### config.mk
export PLATFORM = sky130hd
export DESIGN_NAME = self_program_flash_control
export DESIGN_NICKNAME = d
export VERILOG_FILES = /design/src/hw/spm_ctrl_pkg.sv /design/src/hw/self_program_flash_control.sv /design/src/hw/cmd_window.sv /design/src/hw/fuse_latch.sv
export VERILOG_INCLUDE_DIRS = /design/src /design/src/hw
export SDC_FILE = /design/constraint.sdc
export NUM_CORES = 1
export LEC_CHECK = 0
export BUFFER_PORTS_ARGS = -buffer_cell sky130_fd_sc_hd__buf_2
export CORE_ASPECT_RATIO = 1.1
export CORE_MARGIN = 2
export CORE_UTILIZATION = 43
export CTS_CLUSTER_SIZE = 12
export DETAILED_ROUTE_END_ITERATION = 12
export GPL_ROUTABILITY_DRIVEN = 0
export GPL_TIMING_DRIVEN = 1
export PLACE_DENSITY = 0.76
export SLEW_MARGIN = 0
export SYNTH_ARGS = -nofsm -noshare
export SYNTH_HDL_FRONTEND = slang
export SYNTH_SLANG_ARGS = --single-unit
### constraint.sdc
create_clock -name CORE_CLK -period 2.05 [get_ports CORE_CLK]
set_input_delay 0.205 -clock CORE_CLK [delete_from_list [all_inputs] [get_ports CORE_CLK]]
set_output_delay 0.205 -clock CORE_CLK [all_outputs]
set_load 0.05 [all_outputs]
### src/hw/spm_ctrl_defs.svh
// Offsets, field positions and cycle counts of the self-programming control.
// Assumes inclusion by bare name; holds definitions only.
`ifndef SPM_CTRL_DEFS_SVH
`define SPM_CTRL_DEFS_SVH

// Control/status register bit positions.
`define CSR_IRQ_EN_BIT     7
`define CSR_RWW_BUSY_BIT   6
`define CSR_RESERVED_BIT   5
`define CSR_RWW_RD_EN_BIT  4
`define CSR_LOCK_SET_BIT   3
`define CSR_PAGE_WR_BIT    2
`define CSR_PAGE_ERS_BIT   1
`define CSR_SELF_EN_BIT    0
`define CSR_RESET          8'h00
`define CSR_CMD_MASK       8'h1f

// Arming patterns of the low five control bits.
`define PAT_FILL           5'h01
`define PAT_ERASE          5'h03
`define PAT_WRITE          5'h05
`define PAT_LOCK           5'h09
`define PAT_RWW            5'h11

// Command windows in CPU cycles.
`define STORE_WINDOW_CYC   3'h4
`define LOAD_WINDOW_CYC    3'h3

// Pointer readback selectors.
`define Z_FUSE_LOW         2'h0
`define Z_LOCK             2'h1
`define Z_FUSE_HIGH        2'h3
`define RD_UNUSED          8'hff

// Pointer fields.
`define Z_PAGE_MSB         13
`define Z_PAGE_LSB         7
`define Z_WORD_MSB         6
`define Z_WORD_LSB         1

// Lock byte write: bits 5..2 from the data register, the rest kept at one.
`define LOCK_KEEP_MASK     8'hc3
`define LOCK_FIRST_BIT     0
`define FUSE_HIGH_IMM_MASK 8'h08

`endif

### src/hw/spm_ctrl_pkg.sv
// Types shared by the self-programming control.
// Assumes the defs header is included by the design files that need it.
package spm_ctrl_pkg;

  typedef enum logic [2:0] {
    ST_IDLE  = 3'b001,
    ST_ARMED = 3'b010,
    ST_BUSY  = 3'b100
  } seq_state_e;

  typedef logic [7:0] byte_t;

endpackage

### src/hw/self_program_flash_control.sv
// Self-programming sequencer: control/status register, store and load
// command windows, page erase/write, buffer fill, lock write and readback.
// Assumes the core, flash array and EEPROM logic all run on CORE_CLK;
// only the programming-mode strap arrives from a pin.
`timescale 1ns/1ns
`include "spm_ctrl_defs.svh"

module self_program_flash_control (
  // Clock and reset
  input  wire logic        CORE_CLK,
  input  wire logic        RESET,
  // Control/status register port
  input  wire logic        CSR_WR_EN,
  input  wire logic [7:0]  CSR_WR_DATA,
  output logic      [7:0]  CSR_RD_DATA,
  // Core instruction strobes and operands
  input  wire logic        STORE_PROG_MEM_OP,
  input  wire logic        LOAD_PROG_MEM_OP,
  input  wire logic [15:0] Z_PTR,
  input  wire logic [7:0]  LOW_DATA_REG,
  input  wire logic [7:0]  HIGH_DATA_REG,
  input  wire logic        GLOBAL_IRQ_EN,
  // Core answers
  output logic             LOAD_OVERRIDE,
  output logic      [7:0]  LOAD_DATA,
  output logic             CPU_HALT,
  output logic             PROG_READY_IRQ,
  // Flash array
  output logic             PAGE_ERASE_START,
  output logic             PAGE_WRITE_START,
  output logic      [6:0]  PAGE_ADDR,
  output logic             BUF_WR,
  output logic      [5:0]  BUF_WORD,
  output logic      [15:0] BUF_DATA,
  output logic             BUF_CLEAR,
  input  wire logic        FLASH_DONE,
  // Lock and fuse storage
  input  wire logic [7:0]  LOCK_BITS_NV,
  output logic             LOCK_PROG,
  output logic      [7:0]  LOCK_PROG_DATA,
  input  wire logic [7:0]  FUSE_LOW_RAW,
  input  wire logic [7:0]  FUSE_HIGH_RAW,
  input  wire logic        FUSE_WR_REQ,
  output logic             FUSE_WR_GRANT,
  output logic      [7:0]  FUSE_LOW,
  output logic      [7:0]  FUSE_HIGH,
  // EEPROM and programming mode
  input  wire logic        EEPROM_WRITE_ACTIVE,
  input  wire logic        PROG_MODE_PIN
);

  spm_ctrl_pkg::seq_state_e state_q;
  spm_ctrl_pkg::seq_state_e state_d;

  // Control bits.
  logic       irq_en_q;
  logic [4:0] cmd_q;
  logic [4:0] cmd_d;
  logic       filling_q;
  logic       pm_meta_q;
  logic       pm_sync_q;

  // Registered outputs.
  logic                     irq_q;
  logic                     halt_q;
  logic                     ld_ovr_q;
  spm_ctrl_pkg::byte_t      ld_data_q;
  logic                     ers_q;
  logic                     wrt_q;
  logic [6:0]               page_q;
  logic                     bwr_q;
  logic [5:0]               bword_q;
  logic [15:0]              bdata_q;
  logic                     bclr_q;
  logic                     lprog_q;
  spm_ctrl_pkg::byte_t      ldat_q;
  logic                     fgrant_q;

  // Write decode.
  logic       csr_wr;
  logic [4:0] wr_cmd;
  logic       arm_cmd;
  logic       is_fill;
  logic       is_erase;
  logic       is_write;
  logic       is_lock;

  // Window counters.
  logic       st_open;
  logic       st_expire;
  logic       ld_open;
  logic       ld_expire;
  logic       st_hit;
  logic       ld_hit;
  logic       ld_read;
  logic       window_end;
  logic       page_done;

  // Load readback.
  spm_ctrl_pkg::byte_t rd_sel;
  spm_ctrl_pkg::byte_t fuse_low_w;
  spm_ctrl_pkg::byte_t fuse_high_w;
  logic                fuse_frozen;

  // Interrupt condition.
  logic       irq_d;

  // A write is refused while the EEPROM is being written.
  assign csr_wr   = CSR_WR_EN && !EEPROM_WRITE_ACTIVE;
  assign wr_cmd   = CSR_WR_DATA[4:0] & 5'(`CSR_CMD_MASK);
  assign arm_cmd  = csr_wr && wr_cmd[`CSR_SELF_EN_BIT] && (state_q != spm_ctrl_pkg::ST_BUSY);

  assign is_fill  = (cmd_q == `PAT_FILL);
  assign is_erase = (cmd_q == `PAT_ERASE);
  assign is_write = (cmd_q == `PAT_WRITE);
  assign is_lock  = (cmd_q == `PAT_LOCK);

  // Stores and loads only act on an armed window and outside EEPROM writes.
  assign st_hit   = STORE_PROG_MEM_OP && st_open && (state_q == spm_ctrl_pkg::ST_ARMED)
                    && !EEPROM_WRITE_ACTIVE;
  assign ld_read  = is_lock && ld_open && (state_q == spm_ctrl_pkg::ST_ARMED);
  assign ld_hit   = LOAD_PROG_MEM_OP && ld_read && !EEPROM_WRITE_ACTIVE;

  // Both windows close the lock-set arming; other commands only the store one.
  assign window_end = is_lock ? (ld_expire || st_expire) : st_expire;
  assign page_done  = (state_q == spm_ctrl_pkg::ST_BUSY) && FLASH_DONE;

  cmd_window #(
    .WIDTH (3),
    .LOAD  (`STORE_WINDOW_CYC)
  ) u_store_window (
    .clk    (CORE_CLK),
    .rst    (RESET),
    .start  (arm_cmd),
    .stop   (st_hit || ld_hit),
    .open   (st_open),
    .expire (st_expire)
  );

  cmd_window #(
    .WIDTH (3),
    .LOAD  (`LOAD_WINDOW_CYC)
  ) u_load_window (
    .clk    (CORE_CLK),
    .rst    (RESET),
    .start  (arm_cmd && (wr_cmd == `PAT_LOCK)),
    .stop   (st_hit || ld_hit),
    .open   (ld_open),
    .expire (ld_expire)
  );

  always_comb begin
    state_d = state_q;
    cmd_d   = cmd_q;
    case (state_q)
      spm_ctrl_pkg::ST_IDLE: begin
        if (arm_cmd) begin
          state_d = spm_ctrl_pkg::ST_ARMED;
          cmd_d   = wr_cmd;
        end
      end
      spm_ctrl_pkg::ST_ARMED: begin
        if (arm_cmd) begin
          cmd_d = wr_cmd;
        end else if (st_hit && (is_erase || is_write)) begin
          state_d = spm_ctrl_pkg::ST_BUSY;
        end else if (st_hit || ld_hit || window_end) begin
          state_d = spm_ctrl_pkg::ST_IDLE;
          cmd_d   = 5'h00;
        end
      end
      spm_ctrl_pkg::ST_BUSY: begin
        if (FLASH_DONE) begin
          state_d = spm_ctrl_pkg::ST_IDLE;
          cmd_d   = 5'h00;
        end
      end
      default: begin
        state_d = spm_ctrl_pkg::ST_IDLE;
        cmd_d   = 5'h00;
      end
    endcase
  end

  always_ff @(posedge CORE_CLK) begin
    if (RESET) begin
      state_q  <= spm_ctrl_pkg::ST_IDLE;
      cmd_q    <= 5'h00;
      irq_en_q <= 1'b0;
    end else begin
      state_q  <= state_d;
      cmd_q    <= cmd_d;
      if (csr_wr) begin
        irq_en_q <= CSR_WR_DATA[`CSR_IRQ_EN_BIT];
      end
    end
  end

  // Busy bit and reserved bit read as zero; the reserved write is dropped.
  assign CSR_RD_DATA = {irq_en_q, 1'b0, 1'b0, cmd_q};

  // Readback byte by pointer; the load answers one cycle after the strobe.
  always_comb begin
    case (Z_PTR[1:0])
      `Z_FUSE_LOW:  rd_sel = fuse_low_w;
      `Z_LOCK:      rd_sel = LOCK_BITS_NV;
      `Z_FUSE_HIGH: rd_sel = fuse_high_w;
      default:      rd_sel = `RD_UNUSED;
    endcase
  end

  always_ff @(posedge CORE_CLK) begin
    if (RESET) begin
      ld_ovr_q  <= 1'b0;
      ld_data_q <= 8'h00;
    end else begin
      ld_ovr_q  <= ld_hit;
      if (ld_hit) begin
        ld_data_q <= rd_sel;
      end
    end
  end

  // Page commands take the page from Z13:Z7; Z15:Z14 and Z0 are not looked at.
  always_ff @(posedge CORE_CLK) begin
    if (RESET) begin
      ers_q   <= 1'b0;
      wrt_q   <= 1'b0;
      page_q  <= 7'h00;
      bwr_q   <= 1'b0;
      bword_q <= 6'h00;
      bdata_q <= 16'h0000;
      lprog_q <= 1'b0;
      ldat_q  <= 8'hff;
    end else begin
      ers_q   <= st_hit && is_erase;
      wrt_q   <= st_hit && is_write;
      bwr_q   <= st_hit && is_fill;
      lprog_q <= st_hit && is_lock;
      if (st_hit && (is_erase || is_write)) begin
        page_q <= Z_PTR[`Z_PAGE_MSB:`Z_PAGE_LSB];
      end
      if (st_hit && is_fill) begin
        bword_q <= Z_PTR[`Z_WORD_MSB:`Z_WORD_LSB];
        bdata_q <= {HIGH_DATA_REG, LOW_DATA_REG};
      end
      if (st_hit && is_lock) begin
        // Pointer is ignored; only data bits 5..2 can program a lock bit.
        ldat_q <= LOW_DATA_REG | `LOCK_KEEP_MASK;
      end
    end
  end

  // Buffer fill tracking and the read-enable clear.
  always_ff @(posedge CORE_CLK) begin
    if (RESET) begin
      filling_q <= 1'b0;
      bclr_q    <= 1'b0;
    end else begin
      bclr_q <= csr_wr && CSR_WR_DATA[`CSR_RWW_RD_EN_BIT] && filling_q;
      if ((st_hit && is_fill) && !(page_done && is_write)) begin
        filling_q <= 1'b1;
      end else if (bclr_q || (page_done && is_write)) begin
        filling_q <= 1'b0;
      end
    end
  end

  // The core is held only for page erase and write; lock writes leave the
  // flash readable so the core keeps fetching.
  always_ff @(posedge CORE_CLK) begin
    if (RESET) begin
      halt_q <= 1'b0;
    end else if (st_hit && (is_erase || is_write)) begin
      halt_q <= 1'b1;
    end else if (page_done) begin
      halt_q <= 1'b0;
    end
  end

  // Ready interrupt: level request while self-enable is clear and no EEPROM write is active.
  assign irq_d = irq_en_q && GLOBAL_IRQ_EN && !cmd_q[`CSR_SELF_EN_BIT]
                 && !EEPROM_WRITE_ACTIVE && (state_q != spm_ctrl_pkg::ST_BUSY);

  always_ff @(posedge CORE_CLK) begin
    if (RESET) begin
      irq_q <= 1'b0;
    end else begin
      irq_q <= irq_d;
    end
  end

  // Programming-mode strap comes from a pin.
  always_ff @(posedge CORE_CLK) begin
    if (RESET) begin
      pm_meta_q <= 1'b0;
      pm_sync_q <= 1'b0;
    end else begin
      pm_meta_q <= PROG_MODE_PIN;
      pm_sync_q <= pm_meta_q;
    end
  end

  // Fuses live outside the flash array, so chip erase never reaches them;
  // once the first lock bit is programmed (zero) fuse writes are refused.
  assign fuse_frozen = !LOCK_BITS_NV[`LOCK_FIRST_BIT];

  always_ff @(posedge CORE_CLK) begin
    if (RESET) begin
      fgrant_q <= 1'b0;
    end else begin
      fgrant_q <= FUSE_WR_REQ && !fuse_frozen;
    end
  end

  fuse_latch #(
    .IMM_MASK (8'h00)
  ) u_fuse_low (
    .clk       (CORE_CLK),
    .rst       (RESET),
    .raw       (FUSE_LOW_RAW),
    .prog_mode (pm_sync_q),
    .value     (fuse_low_w)
  );

  fuse_latch #(
    .IMM_MASK (`FUSE_HIGH_IMM_MASK)
  ) u_fuse_high (
    .clk       (CORE_CLK),
    .rst       (RESET),
    .raw       (FUSE_HIGH_RAW),
    .prog_mode (pm_sync_q),
    .value     (fuse_high_w)
  );

  assign PROG_READY_IRQ   = irq_q;
  assign CPU_HALT         = halt_q;
  assign LOAD_OVERRIDE    = ld_ovr_q;
  assign LOAD_DATA        = ld_data_q;
  assign PAGE_ERASE_START = ers_q;
  assign PAGE_WRITE_START = wrt_q;
  assign PAGE_ADDR        = page_q;
  assign BUF_WR           = bwr_q;
  assign BUF_WORD         = bword_q;
  assign BUF_DATA         = bdata_q;
  assign BUF_CLEAR        = bclr_q;
  assign LOCK_PROG        = lprog_q;
  assign LOCK_PROG_DATA   = ldat_q;
  assign FUSE_WR_GRANT    = fgrant_q;
  assign FUSE_LOW         = fuse_low_w;
  assign FUSE_HIGH        = fuse_high_w;

endmodule // self_program_flash_control

### src/hw/cmd_window.sv
// Down-counter that holds a command window open for a number of cycles.
// Assumes start and stop come from logic on the same clock.
`timescale 1ns/1ns
module cmd_window #(
  parameter int          WIDTH = 3,
  parameter logic [WIDTH-1:0] LOAD = 3'h4
) (
  // Clock and reset
  input  wire logic clk,
  input  wire logic rst,
  // Control
  input  wire logic start,
  input  wire logic stop,
  // Status
  output logic      open,
  output logic      expire
);

  logic [WIDTH-1:0] cnt_q;

  assign open   = (cnt_q != '0);
  assign expire = (cnt_q == WIDTH'(1)) && !stop;

  always_ff @(posedge clk) begin
    if (rst || stop) begin
      cnt_q <= '0;
    end else if (start) begin
      cnt_q <= LOAD;
    end else if (open) begin
      cnt_q <= cnt_q - WIDTH'(1);
    end
  end

endmodule // cmd_window

### src/hw/fuse_latch.sv
// Holds the fuse byte in force: caught after reset and on programming exit; IMM_MASK bits follow raw every cycle.
// Assumes raw comes from the fuse array on the same clock, prog_mode synced.
`timescale 1ns/1ns
module fuse_latch #(
  parameter logic [7:0] IMM_MASK = 8'h00
) (
  // Clock and reset
  input  wire logic       clk,
  input  wire logic       rst,
  // Fuse array side
  input  wire logic [7:0] raw,
  input  wire logic       prog_mode,
  // Value in force
  output logic      [7:0] value
);

  logic [7:0] live_q;
  logic [7:0] value_q;
  logic       first_q;
  logic       pm_q;
  logic       leave;
  logic [7:0] live_d;

  // Leaving programming mode applies the values changed inside it.
  assign leave  = pm_q && !prog_mode;
  assign live_d = (first_q || leave) ? raw : live_q;
  assign value  = value_q;

  always_ff @(posedge clk) begin
    if (rst) begin
      first_q <= 1'b1;
      pm_q    <= 1'b0;
      live_q  <= 8'h00;
      value_q <= 8'h00;
    end else begin
      first_q <= 1'b0;
      pm_q    <= prog_mode;
      live_q  <= live_d;
      value_q <= (live_d & ~IMM_MASK) | (raw & IMM_MASK);
    end
  end

endmodule // fuse_latch

# After elaboration in Yosys (flattened, before gate mapping)
# Index checks and enable logic that the tools add are counted.
[word_totals] regBits=94 latch_bits=0 ram_bits=0 romBits=0 input_bits=74 out_inout_bits=78 elab_cells=128 n_memories=0
[op_classes] n_addsub=2 n_mul=0 div=0 n_lt_le_gt_ge=0 eq_ne=19 shifts=0 mux=24 n_bitwise=1 reduce_logical=52
[ops] op="$logic_and 1x1->1" n=29
[ops] op="$mux 5" n=5
[ops] op="$pmux 8 s3" n=1
[ops] op="$mux 3" n=7
[ops] op="$pmux 5 s3" n=1
[ops] op="$eq 5x4->1 const B" n=2
[ops] op="$eq 3x1->1 const B" n=3
[ops] op="$pmux 3 s3" n=1
[ops] op="$mux 8" n=1
[ops] op="$or 8x4->8" n=1
[ops] op="$reduce_and 4->1" n=2
[ops] op="$reduce_bool 2->1" n=4
[ops] op="$logic_or 1x1->1" n=7
[ops] op="$mux 1" n=6
[ops] op="$ne 2x2->1 const B" n=3
[ops] op="$ne 3x3->1 const B" n=2
[ops] op="$reduce_bool 3->1" n=2
[ops] op="$sub 3x1->3 const B" n=2
[ops] op="$eq 5x1->1 const B" n=1
[ops] op="$eq 5x2->1 const B" n=1
[ops] op="$eq 5x3->1 const B" n=1
[ops] op="$logic_not 1->1" n=5
[ops] op="$mux 2" n=2
[ops] op="$reduce_or 2->1" n=2
[ops] op="other kinds (7)" n=7

# Logic depth before layout (Yosys ltp)
# Gate-level depths: netlist of the first run.
[logic_depth] depth_word=15 ltp_mapped=9 depth_no_buf=7

# Modules after synthesis
# A second synthesis of the first run with hierarchy kept.
[hier_totals] cells_unflattened=419 area_unflattened_um2=3852.4
[by_module_without_submodules] mod="self_program_flash_control" instances=1 cells_per_inst=307 area_each_um2=2673.8 seq_area_each_um2=1241.2
[by_module_without_submodules] mod="fuse_latch (u_fuse_low)" instances=1 cells_per_inst=38 area_each_um2=407.9 seq_area_each_um2=200.2
[by_module_without_submodules] mod="fuse_latch (u_fuse_high)" instances=1 cells_per_inst=36 area_each_um2=391.6 seq_area_each_um2=200.2
[by_module_without_submodules] mod="cmd_window (u_load_window)" instances=1 cells_per_inst=19 area_each_um2=197.7 seq_area_each_um2=60.1
[by_module_without_submodules] mod="cmd_window (u_store_window)" instances=1 cells_per_inst=19 area_each_um2=181.4 seq_area_each_um2=60.1

# Least setup slack after synthesis of the first run
# Ideal clock, no wire load.
[synth_path] path_kind="flip-flop to flip-flop" from="register cmd_q[0]" to="register u_store_window.cnt_q[1]" setup_ns=0.133 t_arrival_ns=2.099 required_ns=1.917 path_slack_ns=-0.181 path_stages_with_launch=7 n_path_buf=1 synth_period_minus_slack_ns=2.231 path_cell_list="dfxtp_1 > nor3b_1 > nand3_1 > nor2_2 > or3_1 > clkbuf_1 > a2111oi_0"
[synth_between] elab_chain_len=8
[synth_rtl] item="start, declared" line_no="self_program_flash_control.sv:57" source="logic [4:0] cmd_q;"
[synth_rtl] item="start signal, assigned" line_no="self_program_flash_control.sv:192" source="cmd_q <= cmd_d;"
[synth_rtl] item="$eq 5x4->1 (no line)"
[synth_rtl] item="$logic_and 1x1->1 (2 in a row)" line_no="self_program_flash_control.sv:121" source="assign ld_read = is_lock && ld_open && (state_q == spm_ctrl_pkg::ST_ARMED);"
[synth_rtl] item="$logic_and 1x1->1 (2 in a row)" line_no="self_program_flash_control.sv:122" source="assign ld_hit = LOAD_PROG_MEM_OP && ld_read && !EEPROM_WRITE_ACTIVE;"
[synth_rtl] item="$logic_or 1x1->1" line_no="self_program_flash_control.sv:135" source=".stop (st_hit || ld_hit),"
[synth_rtl] item="$logic_or 1x1->1" line_no="cmd_window.sv:25" source="if (rst || stop) begin"
[synth_rtl] item="$reduce_or 2->1 (no line)"
[synth_rtl] item="end signal, assigned" line_no="cmd_window.sv:30" source="cnt_q <= cnt_q - WIDTH'(1);"
[synth_rtl] item="end, declared" line_no="cmd_window.sv:19" source="logic [WIDTH-1:0] cnt_q;"
# Every way passes these cells.
# A chain may end at the register's enable or synchronous reset.

# Final worst setup path of the first run
[layout_path] from="register state_q[0]" to="register state_q[1]"
[layout_between] elab_chain_len=12 elab_cells_between_ends=26 cone_classes="eq/ne: 8; mux: 4; reduce/logical: 14"
[layout_rtl] item="start, declared" line_no="self_program_flash_control.sv:52" source="spm_ctrl_pkg::seq_state_e state_q;"
[layout_rtl] item="start signal, assigned" line_no="self_program_flash_control.sv:187" source="state_q <= spm_ctrl_pkg::ST_IDLE;"
[layout_rtl] item="start signal, assigned" line_no="self_program_flash_control.sv:191" source="state_q <= state_d;"
[layout_rtl] item="$eq 3x2->1" line_no="self_program_flash_control.sv:119, self_program_flash_control.sv:121, self_program_flash_control.sv:155"
[layout_rtl] item="$logic_and 1x1->1" line_no="self_program_flash_control.sv:121"
[layout_rtl] item="$logic_and 1x1->1 (2 in a row)" line_no="self_program_flash_control.sv:122"
[layout_rtl] item="$logic_or 1x1->1" line_no="self_program_flash_control.sv:135, self_program_flash_control.sv:147, self_program_flash_control.sv:167"
[layout_rtl] item="$logic_not 1->1" line_no="cmd_window.sv:22" source="assign expire = (cnt_q == WIDTH'(1)) && !stop;"
[layout_rtl] item="$logic_and 1x1->1" line_no="cmd_window.sv:22"
[layout_rtl] item="$logic_or 1x1->1" line_no="self_program_flash_control.sv:125" source="assign window_end = is_lock ? (ld_expire || st_expire) : st_expire;"
[layout_rtl] item="$mux 1" line_no="self_program_flash_control.sv:125"
[layout_rtl] item="$logic_or 1x1->1" line_no="self_program_flash_control.sv:167" source="end else if (st_hit || ld_hit || window_end) begin"
[layout_rtl] item="$ne 3x1->1 (no line)"
[layout_rtl] item="$reduce_and 4->1 (no line)"
# Parallel ways exist; a longest one is shown, timed or not. The select of a mux whose other input is x is not followed.

==> results.cfg, run 1 <==
[clocking]
clock_tree.root_cell = clkbuf_8
number_of_clock_sinks = 86
hold_buffers = 0
insertion_delay_of_the_later_clocked_pin_in_the_worst_skew_pair_ns = 0.34
path_clk_slew_ns = 0.09
h-tree-depth = 3
cts-buffers-inserted = 9
cts_max_path_buffers = 2
tritoncts = built

[worst_setup_path]
critical_path_startpoint_category = flip-flop
worst_ep_required_time_ns = 2.28
reg2reg_from = state_q[0]
critical_path.top_delay_family = simple AND/OR/NAND/NOR gates
timing.reg2reg.setup_slack_ns = 0.08
cp_num_buf_inv = 0
cp_data_arrival_time_ns = 2.19
crit_path_top_delay_cell = or4b_4
cp_max_fo = 5
crit_cells = 5
worst-setup-path-type = flip-flop to flip-flop
cell_chain_of_the_critical_path = or4b_4 -> nor3b_4 -> and2_4 -> and4bb_2 -> or2_2
timing.critical_path.slowest_cell_delay_ns = 0.56
worst_r2r_path_depth = 5
regToRegEndpoint = state_q[1]
end_kind = flip-flop

[timing]
tns_ns = 0
min_hold_slack_ns = 0.0696
final.setup_skew_ns = 0.00785
fmax_mhz = 509
setup-violations-final = 0
final_period_minus_worst_setup_slack_ns = 1.97
slew_violations = 0
grt_setup_unrepaired = false
final-hold-violation-count = 0
final.period_utilization = 0.959

[synthesis]
edff_count_synth = 0
synthAdderAreaFrac = 0.0210
synth-seq-area-share = 0.482
synth_commonest_cells = dfxtp_1 (86), nand2_1 (51), nor2_1 (44)
synth_top_family_by_area = simple AND/OR/NAND/NOR gates
netlist_instances = 391
synth_xor_xnor_area_share = 0.00735
synthesis.yosys.warnings = 0
synth_mux_area_frac = 0.107
yosysTopAreaCellShare = 0.482
yosys_register_bits = 86
post_synth_and_or_nand_nor_area_fraction = 0.203
synth-compound-area-share = 0.120
post_synth_main_area_contributors = dfxtp_1 (48%), mux2i_1 (10%), nand2_1 (5.4%)
synth-async-reset-ratio = 0
yosysMostFrequentCell = dfxtp_1
post_synth_num_cell_types = 52
ys_dominant_reg_cell = dfxtp_1
netlist.top_cell.by_area = dfxtp_1
per_instance_average_area_after_synthesis_sq_um = 9.14
synth_area_sq_um = 3570

[floorplan]
placement_rows = 34
initial_utilization = 0.447
die_w_um = 90.9
io-pin-count = 152
die_area_sq_um = 9060
die_h_um = 99.6
coreArea_sq_um = 8000

[drt]
drc = 0
vias_per_cell = 4.92
wl_per_cell_um = 13.8
drt_iter0_markers = 86
antenna_violating_nets_post_route = 0
postRouteWirelength_mm = 8.99
firstDrtPassIters = 4
via_total_after_detailed_routing = 3213

[hold_path]
hold_path_startpoint = FUSE_HIGH_RAW[3]
hold_depth = 2
hold_path_end = u_fuse_high.value[3]
worst_hold_path_type = input pin to flip-flop

[final_layout]
final_layout_size_suffix_gt1_frac = 0.358
count_of_inserted_antenna_diode_cells = 0
layout.nets = 620
utilization = 0.585
area_delta_synth_final_pct = 31.0

[power]
powerDensity_nw_per_um2 = 782
cell_internal_pwr_mw = 2.57
combPwrFrac = 0.199
ir_drop_mv = 0.374
netSwitchingFraction = 0.299
leakagePower_nw = 2.18
sequentialPowerShare = 0.495
clkPwrFrac = 0.306
net-switching-power_mw = 1.09

[grt]
grt-ovfl-total = 0
grt_antenna_before_repair = 0
grt_usage = 0.193
grt_pass1_vias = 3042
grt_pass1_wl_mm = 14.0
pin_count_of_the_biggest_net_entering_global_routing = 38

[status]
status = finished clean

[placed_design]
port_buffers = 141
place_hpwl_mm = 6.79

[flow_run]
drv.max_cap_violation_count = 0
## layout by cell type, fill, tap and decap left out, types with 11 or more instances in the layout
master	synthesis	layout
nor2b_1	13	13
buf_2	2	141
a21oi_1	32	29
buf_4	8	19
nor2_1	44	44
inv_1	11	11
nand2_1	51	51
o21ai_0	17	17
mux2i_1	37	37
dfxtp_1	86	85
clkbuf_8	0	11
## worst max path at each step
| stage | from | end | slack (ns) |
|---|---|---|---|
| 6_report | state_q[0] | state_q[1] | 0.08 |
| 5_1_grt | state_q[0] | state_q[1] | 0.0006 |
| 3_5_place_dp | state_q[0] | BUF_DATA[2] | 0.04 |
| 2_1_floorplan | state_q[0] | state_q[1] | 0.03 |
| 4_1_cts | state_q[0] | BUF_DATA[2] | 0.02 |
| 3_3_place_gp | state_q[0] | LOCK_PROG_DATA[3] | 0.07 |
## flip-flops by register name (all words and copies together), names as in the netlist, 3 cells and up
| register | count |
|---|---|
| LOCK_PROG_DATA | 4 |
| u_store_window.cnt_q | 3 |
| state_q | 3 |
| u_load_window.cnt_q | 3 |
| BUF_WORD | 6 |
| BUF_DATA | 16 |
| u_fuse_high.live_q | 7 |
| LOAD_DATA | 8 |
| cmd_q | 5 |
| PAGE_ADDR | 7 |
| u_fuse_low.live_q | 8 |
## metrics by stage
step	cells	area, sq um	setup WS (ns)	total power, mW
after floorplan	395	3600	0.0318	2.33
after global placement	636	4430	0.0722	2.49
after detailed placement	636	4430	0.0380	2.53
after CTS	652	4630	0.0224	3.65
after global routing	653	4680	0.000624	3.87
final	653	4680	0.0836	3.66
## power by group through the flow
stage	registers [mW]	clock network (mW)	logic, mW
after detailed placement	1.85	0	0.686
after CTS	1.81	1.15	0.690
final	1.81	1.12	0.727
after global routing	1.83	1.24	0.808
after global placement	1.84	0	0.651
after floorplan	1.92	0	0.411
## kinds of logic after synthesis
| group | after synthesis |
|---|---|
| simple gates | 147 |
| buf+inv | 39 |
| other cells | 2 |
| fa+ha+maj | 6 |
| compound gates | 70 |
| mux | 38 |
| flops | 86 |
| xor+xnor | 3 |
## layer usage
| metal | routed length [um] | part of all wire | vias up | GRT usage |
|---|---|---|---|---|
| met5 | 0 | 0 | - | 0 |
| met4 | 125 | 0.014 | 0 | 0.0641 |
| met3 | 608 | 0.068 | 8 | 0.0508 |
| met2 | 4350 | 0.48 | 118 | 0.335 |
| met1 | 3910 | 0.43 | 1471 | 0.233 |
| li1 | - | - | 1616 | - |
## worst reg2reg max path, delay by kind of cell, from the launching register on
family	cells	cell delay, ns
DFF	1	0.32
and+or+nand+nor	5	1.55
## layout make-up
class / count / area (sq um)
fill: 745 / 3320
sequential: 86 / 1720
multi-input combinational: 270 / 1700
timing repair buffer: 162 / 893
clock buffer: 11 / 151
tap: 108 / 135
clock inverter: 5 / 41.3
inverter: 11 / 41.3
## timing repair
item,CTS,global route
resized for setup,0,8
setup buffers,0,0
setup endpoints to repair,0,31
No activity file was read; power rests on OpenSTA's default activity.
==> run 2, diff against run 1 <==
--- a/config.mk
+++ b/config.mk
@@ -6,6 +6,7 @@
 export SDC_FILE = /design/constraint.sdc
 export NUM_CORES = 1
 export LEC_CHECK = 0
+export ABC_AREA = 1
 export BUFFER_PORTS_ARGS = -buffer_cell sky130_fd_sc_hd__buf_2
 export CORE_ASPECT_RATIO = 1.1
 export CORE_MARGIN = 2
@@ -15,6 +16,7 @@
 export GPL_ROUTABILITY_DRIVEN = 0
 export GPL_TIMING_DRIVEN = 1
 export PLACE_DENSITY = 0.76
+export RECOVER_POWER = 25
 export SLEW_MARGIN = 0
 export SYNTH_ARGS = -nofsm -noshare
 export SYNTH_HDL_FRONTEND = slang
==> run 2 against run 1 <==
Effect of this change:
- clock power up 6%
- sequential cell count unchanged
- design area is 3.8% lower
- clock skew is 0.0014 ns higher
- global-route usage decreased by 0.18 points
- die area increased by 0.70%
- utilization down 4.1 points
- critical path depth increased by 5
- worst setup slack improved by 0.097 ns
- wire length down 0.82%
- maximum frequency grew 5.2%
- critical endpoint is now BUF_WORD[0]
==> results.cfg, run 2 <==
[clocking]
insertion_delay_of_the_later_clocked_pin_in_the_worst_skew_pair_ns = 0.34
number_of_clock_sinks = 86
tritoncts = built
cts_max_path_buffers = 2
clock_tree.root_cell = clkbuf_8
h-tree-depth = 3
path_clk_slew_ns = 0.09
cts-buffers-inserted = 9
hold_buffers = 0

[final_layout]
count_of_inserted_antenna_diode_cells = 0
commonest_cells_after_routing_fill_and_taps_aside = buf_2 (110), nor2_1 (103), dfxtp_1 (86)
layout_commonest_cell = buf_2
largest_reg_flops = 16
final_layout_size_suffix_gt1_frac = 0.258
area_delta_synth_final_pct = 25.1
layout.nets = 692

[synthesis]
yosysMostFrequentCell = nor2_1
post_synth_num_cell_types = 29
per_instance_average_area_after_synthesis_sq_um = 7.57
synth_area_sq_um = 3600
post_synth_main_area_contributors = dfxtp_1 (48%), nor2_1 (11%), o21ai_0 (6.4%)
netlist.top_cell.by_area = dfxtp_1
synth-seq-area-share = 0.478
ys_dominant_reg_cell = dfxtp_1
synthesis.yosys.warnings = 0
synth-async-reset-ratio = 0
netlist_instances = 476
edff_count_synth = 0
synth_commonest_cells = nor2_1 (103), dfxtp_1 (86), nand2_1 (53)
yosys_register_bits = 86
yosysTopAreaCellShare = 0.478

[timing]
final.period_utilization = 0.912
setup_ws_ns = 0.180
final_period_minus_worst_setup_slack_ns = 1.87
worst_pin_slew_ns = 0.737
tns_ns = 0
grt_setup_unrepaired = false
fmax_mhz = 535
slew_violations = 0
setup-violations-final = 0
final.setup_skew_ns = 0.00923
final-hold-violation-count = 0
relSlewSlack = 0.509

[worst_setup_path]
critical_path_startpoint_category = flip-flop
end_kind = flip-flop
cp_data_arrival_time_ns = 2.14
worst_r2r_path_depth = 10
worst-setup-path-type = flip-flop to flip-flop
cp_max_fo = 23
worst_ep_required_time_ns = 2.32

[drt]
firstDrtPassIters = 4
wl_per_cell_um = 12.2
postRouteWirelength_mm = 8.92
drt_iter0_markers = 157
drc = 0
vias_per_cell = 4.79
antenna_violating_nets_post_route = 0
via_total_after_detailed_routing = 3490

[status]
status = finished clean

[floorplan]
io-pin-count = 152
initial_utilization = 0.435
coreArea_sq_um = 8280
die_area_sq_um = 9120
die_w_um = 91.3
placement_rows = 35
die_h_um = 100

[placed_design]
port_buffers = 141
place_hpwl_mm = 6.68
place_worst_setup_slack_ns = 0.193

[grt]
grt.busiest_layer = met2
grt_usage = 0.191
gr-usage-met3 = 0.0480
grt_pass1_vias = 3194
grt_antenna_before_repair = 0
grt-ovfl-total = 0
use_met1 = 0.228
pin_count_of_the_biggest_net_entering_global_routing = 38
grt_use_met2 = 0.342
grt_pass1_wl_mm = 14.4

[power]
powerDensity_nw_per_um2 = 913
leakagePower_nw = 2.22
ir_drop_mv = 0.474

[hold_path]
hold_depth = 3
worst_hold_path_type = input pin to flip-flop

[flow_run]
drv.max_cap_violation_count = 0
## run 2: per-stage QoR
stage / power [mW] / std cells / hold slack (ns) / util / cell area [sq um]
final: 4.11 / 728 / 0.0731 / 0.544 / 4500
after global placement: 2.93 / 712 / 0.392 / 0.525 / 4340
after floorplan: 2.71 / 480 / 0.233 / - / 3620
after CTS: 4.15 / 728 / 0.0638 / 0.549 / 4540
after global routing: 4.36 / 728 / 0.0700 / 0.544 / 4500
after detailed placement: 2.96 / 712 / 0.392 / 0.525 / 4340
## run 2: kinds of logic (layout without fill, tap and decap cells)
logic type      after synthesis  in the layout  synth area share
buf+inv                      72            209            0.0917
fa+ha+maj                     6              6            0.0208
compound gates               85             85             0.128
other cells                   2              6           0.00209
flops                        86             86             0.478
simple gates                223            223             0.274
xor+xnor                      2              2           0.00487
## run 2: worst paths after layout
kind / from / endpoint / slack [ns]
setup reg to reg: u_store_window.cnt_q[0] / BUF_WORD[0] / 0.18
hold reg to reg: pm_meta_q / pm_sync_q / 0.41
hold / removal: PROG_MODE_PIN / pm_meta_q / 0.07
setup / recovery: u_store_window.cnt_q[0] / BUF_WORD[0] / 0.18
## run 2: layer usage
layer | vias to the layer above | share of wire
met5 | - | 0
met4 | 0 | 0.0090
met3 | 6 | 0.062
met2 | 113 | 0.50
met1 | 1571 | 0.43
li1 | 1800 | -
## run 2: where the power goes
group	switching [mW]	internal [mW]	total, mW
clock	0.612	0.575	1.19
combinational	0.713	0.329	1.04
sequential	0.0880	1.79	1.88
## run 2: cell type report
class	instances	area, sq um
Multi-Input combinational cell	322	1560
Sequential cell	86	1720
Clock inverter	6	68.8
Inverter	47	180
Clock buffer	10	128
Fill cell	809	3770
Tap cell	111	139
Timing Repair Buffer	146	702
## run 2: timing repair
action	CTS	global route
buffers inserted	0	0
endpoints found under the setup margin	0	8
endpoints found under the hold margin	0	0
gates resized for setup	0	1
## run 2: critical path, cell delays in order (launching register included)
cell and delay, ns:
dfxtp_1 0.34, inv_1 0.08, ha_1 0.24, nand2_2 0.10, nand2_1 0.09, nor2_4 0.17
inv_2 0.07, nor3_4 0.15, buf_4 0.30, o21ai_0 0.11, a21oi_1 0.15
